$ cat src/drs_pkg.sv
// Constants for the DMA request source selection block
package drs_pkg;
    localparam int NUM_CHANNELS = 4;
    localparam int NUM_SOURCES = 7;
    localparam int SEL_WIDTH = 3;
    localparam int SEL_MSB = 26;
    localparam int SEL_LSB = 24;
    localparam logic [2:0] SEL_UNASSIGNED = 3'h7;
    localparam logic SYNC_RESET_LEVEL = 1'h1;
    localparam logic REQ_RESET_VALUE = 1'h0;
    localparam logic ASSIGNED_RESET_VALUE = 1'h0;
endpackage

$ cat src/drs_source_mux.sv
// One channel's seven-way request source multiplexer
`timescale 1ns/1ns
module drs_source_mux (
    // Selection
    input wire logic [2:0] sel,
    input wire logic hw_mode,
    // Candidate request lines, index equals selector value
    input wire logic [6:0] sources,
    // Routed request
    output logic req
);
    // Pick the source; unassigned code and software mode route nothing
    always_comb begin
        req = 1'h0;
        if (hw_mode && sel != drs_pkg::SEL_UNASSIGNED) begin
            req = sources[sel];
        end
    end
endmodule

$ cat src/drs_request_select.sv
// Request source selection for a four-channel DMA controller
`timescale 1ns/1ns
module drs_request_select (
    // Clock, reset, enable
    input wire logic clk,
    input wire logic reset_n,
    input wire logic ce,
    // Channel control words and trigger mode per channel
    input wire logic [31:0] channel_control_0,
    input wire logic [31:0] channel_control_1,
    input wire logic [31:0] channel_control_2,
    input wire logic [31:0] channel_control_3,
    input wire logic [3:0] hw_trigger_enable,
    // External request pins, active low, asynchronous
    input wire logic external_dma_request_0_n,
    input wire logic external_dma_request_1_n,
    // On-chip peripheral requests, same clock
    input wire logic [2:0] serial_port_request,
    input wire logic card_interface_request,
    input wire logic timer_request,
    input wire logic [3:0] usb_endpoint_request,
    input wire logic audio_serial_out_request,
    input wire logic audio_serial_in_request,
    input wire logic [1:0] spi_request,
    input wire logic pcm_input_request,
    input wire logic pcm_output_request,
    input wire logic microphone_input_request,
    // Routed requests and selector validity
    output logic [3:0] channel_request,
    output logic [3:0] source_assigned
);
    logic [1:0] ext_meta_reg;
    logic [1:0] ext_sync_reg;
    logic ext0;
    logic ext1;
    logic [2:0] sel [4];
    logic [6:0] src [4];
    logic [3:0] req_next;
    logic [3:0] channel_request_reg;
    logic [3:0] source_assigned_reg;

    // Selector field of a control word
    function automatic logic [2:0] sel_field(input logic [31:0] ctrl);
        sel_field = ctrl[drs_pkg::SEL_MSB:drs_pkg::SEL_LSB];
    endfunction

    // Two-stage synchroniser for the external pins
    always_ff @(posedge clk or negedge reset_n) begin
        if (!reset_n) begin
            ext_meta_reg <= {2{drs_pkg::SYNC_RESET_LEVEL}};
            ext_sync_reg <= {2{drs_pkg::SYNC_RESET_LEVEL}};
        end else if (ce) begin
            ext_meta_reg <= {external_dma_request_1_n, external_dma_request_0_n};
            ext_sync_reg <= ext_meta_reg;
        end
    end

    // Pins are active low
    assign ext0 = ~ext_sync_reg[0];
    assign ext1 = ~ext_sync_reg[1];

    // Selector decode per channel
    assign sel[0] = sel_field(channel_control_0);
    assign sel[1] = sel_field(channel_control_1);
    assign sel[2] = sel_field(channel_control_2);
    assign sel[3] = sel_field(channel_control_3);

    // Source tables, bit index equals selector value
    assign src[0] = {pcm_input_request, audio_serial_out_request, usb_endpoint_request[0],
                     timer_request, card_interface_request, serial_port_request[0],
                     ext0};
    assign src[1] = {card_interface_request, pcm_output_request, usb_endpoint_request[1],
                     spi_request[0], audio_serial_in_request, serial_port_request[1],
                     ext1};
    assign src[2] = {microphone_input_request, pcm_input_request, usb_endpoint_request[2],
                     timer_request, card_interface_request, audio_serial_in_request,
                     audio_serial_out_request};
    assign src[3] = {pcm_output_request, microphone_input_request, usb_endpoint_request[3],
                     timer_request, spi_request[1], card_interface_request,
                     serial_port_request[2]};

    // One multiplexer per channel
    genvar g;
    generate
        for (g = 0; g < drs_pkg::NUM_CHANNELS; g++) begin : g_ch
            drs_source_mux u_mux (
                .sel(sel[g]),
                .hw_mode(hw_trigger_enable[g]),
                .sources(src[g]),
                .req(req_next[g])
            );
        end
    endgenerate

    // Registered routed requests
    always_ff @(posedge clk or negedge reset_n) begin
        if (!reset_n) begin
            channel_request_reg <= {4{drs_pkg::REQ_RESET_VALUE}};
        end else if (ce) begin
            channel_request_reg <= req_next;
        end
    end

    // Registered selector validity flags
    always_ff @(posedge clk or negedge reset_n) begin
        if (!reset_n) begin
            source_assigned_reg <= {4{drs_pkg::ASSIGNED_RESET_VALUE}};
        end else if (ce) begin
            for (int i = 0; i < drs_pkg::NUM_CHANNELS; i++) begin
                source_assigned_reg[i] <= (sel[i] != drs_pkg::SEL_UNASSIGNED);
            end
        end
    end

    assign channel_request = channel_request_reg;
    assign source_assigned = source_assigned_reg;

    // Checks on routing
    field_bits_a: assert property (@(posedge clk) disable iff (!reset_n)
        ce && hw_trigger_enable[3] && channel_control_3[26:24] == 3'h4
        |=> channel_request[3] == $past(usb_endpoint_request[3]))
        else $error("ch3 selector field not taken from bits 26:24");
    ch0_pin_a: assert property (@(posedge clk) disable iff (!reset_n)
        ce && hw_trigger_enable[0] && sel[0] == 3'h0
        |=> channel_request[0] == $past(~ext_sync_reg[0]))
        else $error("ch0 code 0 not routed to ext pin 0");
    ch0_pcm_a: assert property (@(posedge clk) disable iff (!reset_n)
        ce && hw_trigger_enable[0] && sel[0] == 3'h6
        |=> channel_request[0] == $past(pcm_input_request))
        else $error("ch0 code 6 not routed to pcm input");
    ch1_card_a: assert property (@(posedge clk) disable iff (!reset_n)
        ce && hw_trigger_enable[1] && sel[1] == 3'h6
        |=> channel_request[1] == $past(card_interface_request))
        else $error("ch1 code 6 not routed to card interface");
    ch1_spi_a: assert property (@(posedge clk) disable iff (!reset_n)
        ce && hw_trigger_enable[1] && sel[1] == 3'h3
        |=> channel_request[1] == $past(spi_request[0]))
        else $error("ch1 code 3 not routed to spi 0");
    ch2_mic_a: assert property (@(posedge clk) disable iff (!reset_n)
        ce && hw_trigger_enable[2] && sel[2] == 3'h6
        |=> channel_request[2] == $past(microphone_input_request))
        else $error("ch2 code 6 not routed to microphone");
    ch2_audio_a: assert property (@(posedge clk) disable iff (!reset_n)
        ce && hw_trigger_enable[2] && sel[2] == 3'h0
        |=> channel_request[2] == $past(audio_serial_out_request))
        else $error("ch2 code 0 not routed to audio out");
    ch3_spi_a: assert property (@(posedge clk) disable iff (!reset_n)
        ce && hw_trigger_enable[3] && sel[3] == 3'h2
        |=> channel_request[3] == $past(spi_request[1]))
        else $error("ch3 code 2 not routed to spi 1");
    ch3_serial_a: assert property (@(posedge clk) disable iff (!reset_n)
        ce && hw_trigger_enable[3] && sel[3] == 3'h0
        |=> channel_request[3] == $past(serial_port_request[2]))
        else $error("ch3 code 0 not routed to serial 2");
    ch0_serial_a: assert property (@(posedge clk) disable iff (!reset_n)
        ce && hw_trigger_enable[0] && sel[0] == 3'h1
        |=> channel_request[0] == $past(serial_port_request[0]))
        else $error("ch0 code 1 not routed to serial 0");
    ch0_card_a: assert property (@(posedge clk) disable iff (!reset_n)
        ce && hw_trigger_enable[0] && sel[0] == 3'h2
        |=> channel_request[0] == $past(card_interface_request))
        else $error("ch0 code 2 not routed to card interface");
    ch0_timer_a: assert property (@(posedge clk) disable iff (!reset_n)
        ce && hw_trigger_enable[0] && sel[0] == 3'h3
        |=> channel_request[0] == $past(timer_request))
        else $error("ch0 code 3 not routed to timer");
    ch0_usb_a: assert property (@(posedge clk) disable iff (!reset_n)
        ce && hw_trigger_enable[0] && sel[0] == 3'h4
        |=> channel_request[0] == $past(usb_endpoint_request[0]))
        else $error("ch0 code 4 not routed to usb endpoint 1");
    ch0_audio_a: assert property (@(posedge clk) disable iff (!reset_n)
        ce && hw_trigger_enable[0] && sel[0] == 3'h5
        |=> channel_request[0] == $past(audio_serial_out_request))
        else $error("ch0 code 5 not routed to audio out");
    ch1_pin_a: assert property (@(posedge clk) disable iff (!reset_n)
        ce && hw_trigger_enable[1] && sel[1] == 3'h0
        |=> channel_request[1] == $past(~ext_sync_reg[1]))
        else $error("ch1 code 0 not routed to ext pin 1");
    ch1_serial_a: assert property (@(posedge clk) disable iff (!reset_n)
        ce && hw_trigger_enable[1] && sel[1] == 3'h1
        |=> channel_request[1] == $past(serial_port_request[1]))
        else $error("ch1 code 1 not routed to serial 1");
    ch1_audio_a: assert property (@(posedge clk) disable iff (!reset_n)
        ce && hw_trigger_enable[1] && sel[1] == 3'h2
        |=> channel_request[1] == $past(audio_serial_in_request))
        else $error("ch1 code 2 not routed to audio in");
    ch1_usb_a: assert property (@(posedge clk) disable iff (!reset_n)
        ce && hw_trigger_enable[1] && sel[1] == 3'h4
        |=> channel_request[1] == $past(usb_endpoint_request[1]))
        else $error("ch1 code 4 not routed to usb endpoint 2");
    ch1_pcm_a: assert property (@(posedge clk) disable iff (!reset_n)
        ce && hw_trigger_enable[1] && sel[1] == 3'h5
        |=> channel_request[1] == $past(pcm_output_request))
        else $error("ch1 code 5 not routed to pcm output");
    ch2_audio_in_a: assert property (@(posedge clk) disable iff (!reset_n)
        ce && hw_trigger_enable[2] && sel[2] == 3'h1
        |=> channel_request[2] == $past(audio_serial_in_request))
        else $error("ch2 code 1 not routed to audio in");
    ch2_card_a: assert property (@(posedge clk) disable iff (!reset_n)
        ce && hw_trigger_enable[2] && sel[2] == 3'h2
        |=> channel_request[2] == $past(card_interface_request))
        else $error("ch2 code 2 not routed to card interface");
    ch2_timer_a: assert property (@(posedge clk) disable iff (!reset_n)
        ce && hw_trigger_enable[2] && sel[2] == 3'h3
        |=> channel_request[2] == $past(timer_request))
        else $error("ch2 code 3 not routed to timer");
    ch2_usb_a: assert property (@(posedge clk) disable iff (!reset_n)
        ce && hw_trigger_enable[2] && sel[2] == 3'h4
        |=> channel_request[2] == $past(usb_endpoint_request[2]))
        else $error("ch2 code 4 not routed to usb endpoint 3");
    ch2_pcm_a: assert property (@(posedge clk) disable iff (!reset_n)
        ce && hw_trigger_enable[2] && sel[2] == 3'h5
        |=> channel_request[2] == $past(pcm_input_request))
        else $error("ch2 code 5 not routed to pcm input");
    ch3_card_a: assert property (@(posedge clk) disable iff (!reset_n)
        ce && hw_trigger_enable[3] && sel[3] == 3'h1
        |=> channel_request[3] == $past(card_interface_request))
        else $error("ch3 code 1 not routed to card interface");
    ch3_timer_a: assert property (@(posedge clk) disable iff (!reset_n)
        ce && hw_trigger_enable[3] && sel[3] == 3'h3
        |=> channel_request[3] == $past(timer_request))
        else $error("ch3 code 3 not routed to timer");
    ch3_mic_a: assert property (@(posedge clk) disable iff (!reset_n)
        ce && hw_trigger_enable[3] && sel[3] == 3'h5
        |=> channel_request[3] == $past(microphone_input_request))
        else $error("ch3 code 5 not routed to microphone");
    ch3_pcm_a: assert property (@(posedge clk) disable iff (!reset_n)
        ce && hw_trigger_enable[3] && sel[3] == 3'h6
        |=> channel_request[3] == $past(pcm_output_request))
        else $error("ch3 code 6 not routed to pcm output");
    assigned_flag_a: assert property (@(posedge clk) disable iff (!reset_n)
        ce |=> source_assigned[2] == ($past(channel_control_2[26:24]) != 3'h7))
        else $error("ch2 validity flag does not follow the selector");
    unassigned_gate_a: assert property (@(posedge clk) disable iff (!reset_n)
        ce && (sel[0] == 3'h7 || !hw_trigger_enable[0]) |=> !channel_request[0])
        else $error("ch0 request routed while unassigned or in software mode");
    frozen_ce_a: assert property (@(posedge clk) disable iff (!reset_n)
        !ce |=> $stable(channel_request) && $stable(source_assigned))
        else $error("outputs changed while clock enable low");
endmodule

$ cat config.mk
export PLATFORM = sky130hd
export DESIGN_NAME = drs_request_select
export DESIGN_NICKNAME = d
export VERILOG_FILES = /design/src/drs_pkg.sv /design/src/drs_source_mux.sv /design/src/drs_request_select.sv
export SDC_FILE = /design/constraint.sdc
export NUM_CORES = 1
export LEC_CHECK = 0
export ABC_CLOCK_PERIOD_IN_PS = 2800
export BUFFER_PORTS_ARGS = -buffer_cell sky130_fd_sc_hd__clkbuf_2
export CAP_MARGIN = 20
export CORE_MARGIN = 10
export CORE_UTILIZATION = 25
export DETAILED_ROUTE_END_ITERATION = 10
export GPL_TIMING_DRIVEN = 0
export PLACE_DENSITY = 0.95
export SYNTH_ARGS = -nofsm -noshare
export SYNTH_HDL_FRONTEND = slang
export SYNTH_SLANG_ARGS = --single-unit
$ cat constraint.sdc
create_clock -name clk -period 2.8 [get_ports clk]
set_clock_uncertainty 0.1 [all_clocks]
set_input_delay 0.84 -clock clk [delete_from_list [all_inputs] [get_ports clk]]
set_output_delay 0.84 -clock clk [all_outputs]
set_load 0.1 [all_outputs]
==> impl_metrics.toml <==
[status]
status = "completed"

[clock_network]
cts_sinks = 12
clk_pin_slew_ps = 80
cts_setup_buffers = 0
cts_resized = 0
cts-root-buf = "clkbuf_4"
cts_buffers = 3
cts_buffer_depth = 2
cts_tree = "yes"
clkLatencyLatePin_ps = 280
hold_buffers = 0
htree_levels = 1

[drt]
totalWireLength_um = 2340
post-route-drc-count = 0
avgViaCountPerCell = 5.10
vias = 745
ant_nets = 0
dr.pass1.iters = 4
drtIter0Drc = 33
wl_per_cell_um = 16.0

[critical_path]
cp_cell_sequence = "clkbuf_2"
critPathTopFamily = "buffers and inverters"
worstReg2RegStart = "ext_sync_reg[0]"
worstPathArrival_ps = 1120
path_max_fanout = 2
crit_type = "flop to output port"
worstSetupStartpointType = "flop"
crit_start = "source_assigned[1]"
critPathRequiredTime_ps = 1860
endpoint_kind = "output port"
critPathMaxStageDelay_ps = 470
worst_path_max_delay_cell = "clkbuf_2"
cp.buffers_inverters = 1

[synthesis]
synth_seq_area_share = 0.419
ys_types = 22
synthArstFlopShare = 1.00
synth_ff_type = "dfrtp_1"
synth.cell_area_um2 = 728
syn_area_per_cell_um2 = 10.7
synth_seq_cells = 12
yosys_warnings = 0
synth-edff-count = 0
synth_nets = 221
synth_cells = 68

[job]
timing.max_cap.violations = 0

[sta]
rsz0062_at_grt = "false"
relSlewSlack = 0.626
min_period_over_period = 0.737
min_period_ps = 2060
fmax_mhz = 485
hold_slack_ps = 333
slew_viol_final = 0
tns_ps = 0
setup_viol = 0
hold_violations = 0
worst_pin_slew_ps = 563

[power]
p_leak_uw = 0.000494
vdd_drop_max_mv = 0.303
power_density_nw_per_um2 = 502

[global_route]
grt_pass1_vias = 794
grt_antenna_before_repair = 0
gr-usage-met2 = 0.120
grt_busiest_layer = "met2"
grt_pass1_wl_um = 3510
grt-ovfl-total = 0
met3_usage = 0.0479
met1_usage = 0.101
grt_max_degree = 13
track_usage = 0.0829

[placed_design]
gp_congestion = 0.770
dp_hpwl_um = 1990
portBuffers = 43

[die]
die_area_um2 = 5470
ioPinCount = 161
die_h_um = 74.0
core_um2 = 2780
rows = 19
die_x_um = 74.0
initial_core_util = 0.262

[hold_path]
hp-class = "input port to asynchronous set/reset pin"

[cells_and_area]
drive_above_1_share = 0.487
syn_to_final_growth_pct = 39.9
utilization = 0.366
final_nets = 269
diodes = 0
==> layout by cell type (no fill, tap or decap), drive strengths merged, types with 3 or more instances in the layout <==
cell type / count
mux2i: 6
clkbuf: 48
nand2: 3
dfstp: 4
nand3b: 5
nand4: 4
mux2: 4
dfrtp: 8
inv: 8
nor2: 5
==> synth_stat cells, types with 2 or more instances <==
cell type  n  area share
dfrtp_1    8        0.27
inv_1      8       0.041
mux2i_1    6       0.082
nand3b_1   5       0.052
nor2_1     5       0.026
dfstp_2    4        0.14
mux2_2     4       0.062
nand4_1    4       0.034
nand2_1    3       0.015
a2111oi_0  2       0.024
a41oi_1    2       0.024
mux4_1     2       0.072
nand3_1    2       0.014
o211ai_1   2       0.021
o21ai_0    2       0.014
o22ai_1    2       0.017
o32ai_1    2       0.024
==> metal layers <==
metal	vias up	routed length, um
met5	-	0
met4	0	38
li1	355	-
met2	40	1040
met1	343	992
met3	7	268
==> layout make-up <==
type | count | area [um2]
timing repair buffer | 43 | 215
buffer | 2 | 15.0
inverter | 8 | 30.0
tap | 31 | 38.8
fill | 278 | 1760
clock buffer | 4 | 36.3
sequential | 12 | 305
multi-input combinational | 46 | 378
==> logic make-up after synthesis <==
kind of cell	Yosys count	share of synthesized area
AO/OA/AOI/OAI	14	0.153
buffers and inverters	10	0.0619
flip-flops	12	0.419
multiplexers	12	0.216
AND/OR/NAND/NOR	20	0.149
==> metrics by stage <==
step / setup slack, ps / total power (uW) / std cells / instance area, um2
final: 736 / 511 / 146 / 1020
after global placement: 882 / 371 / 142 / 982
after global routing: 701 / 534 / 146 / 1020
after CTS: 732 / 518 / 146 / 1020
after floorplan: 962 / 317 / 68 / 728
after detailed placement: 873 / 374 / 142 / 982
==> worst paths after layout <==
check | to | slack [ps] | depth (start not counted)
max | source_assigned[1] | 740 | 1
min | channel_request[1] | 330 | 1
max reg2reg | channel_request[0] | 1370 | 4
min reg2reg | ext_sync_reg[0] | 390 | 2
max in group asynchronous | ext_meta_reg[0] | 1970 | 1
min in group clk | ext_sync_reg[0] | 390 | 2
==> report_power, final <==
| group | switching, uW | internal [uW] |
|---|---|---|
| combinational | 117 | 52.1 |
| sequential | 7.10 | 194 |
| clock | 62.0 | 79.2 |
| total | 187 | 325 |
Note: power is estimated with default switching activity, not from simulation.
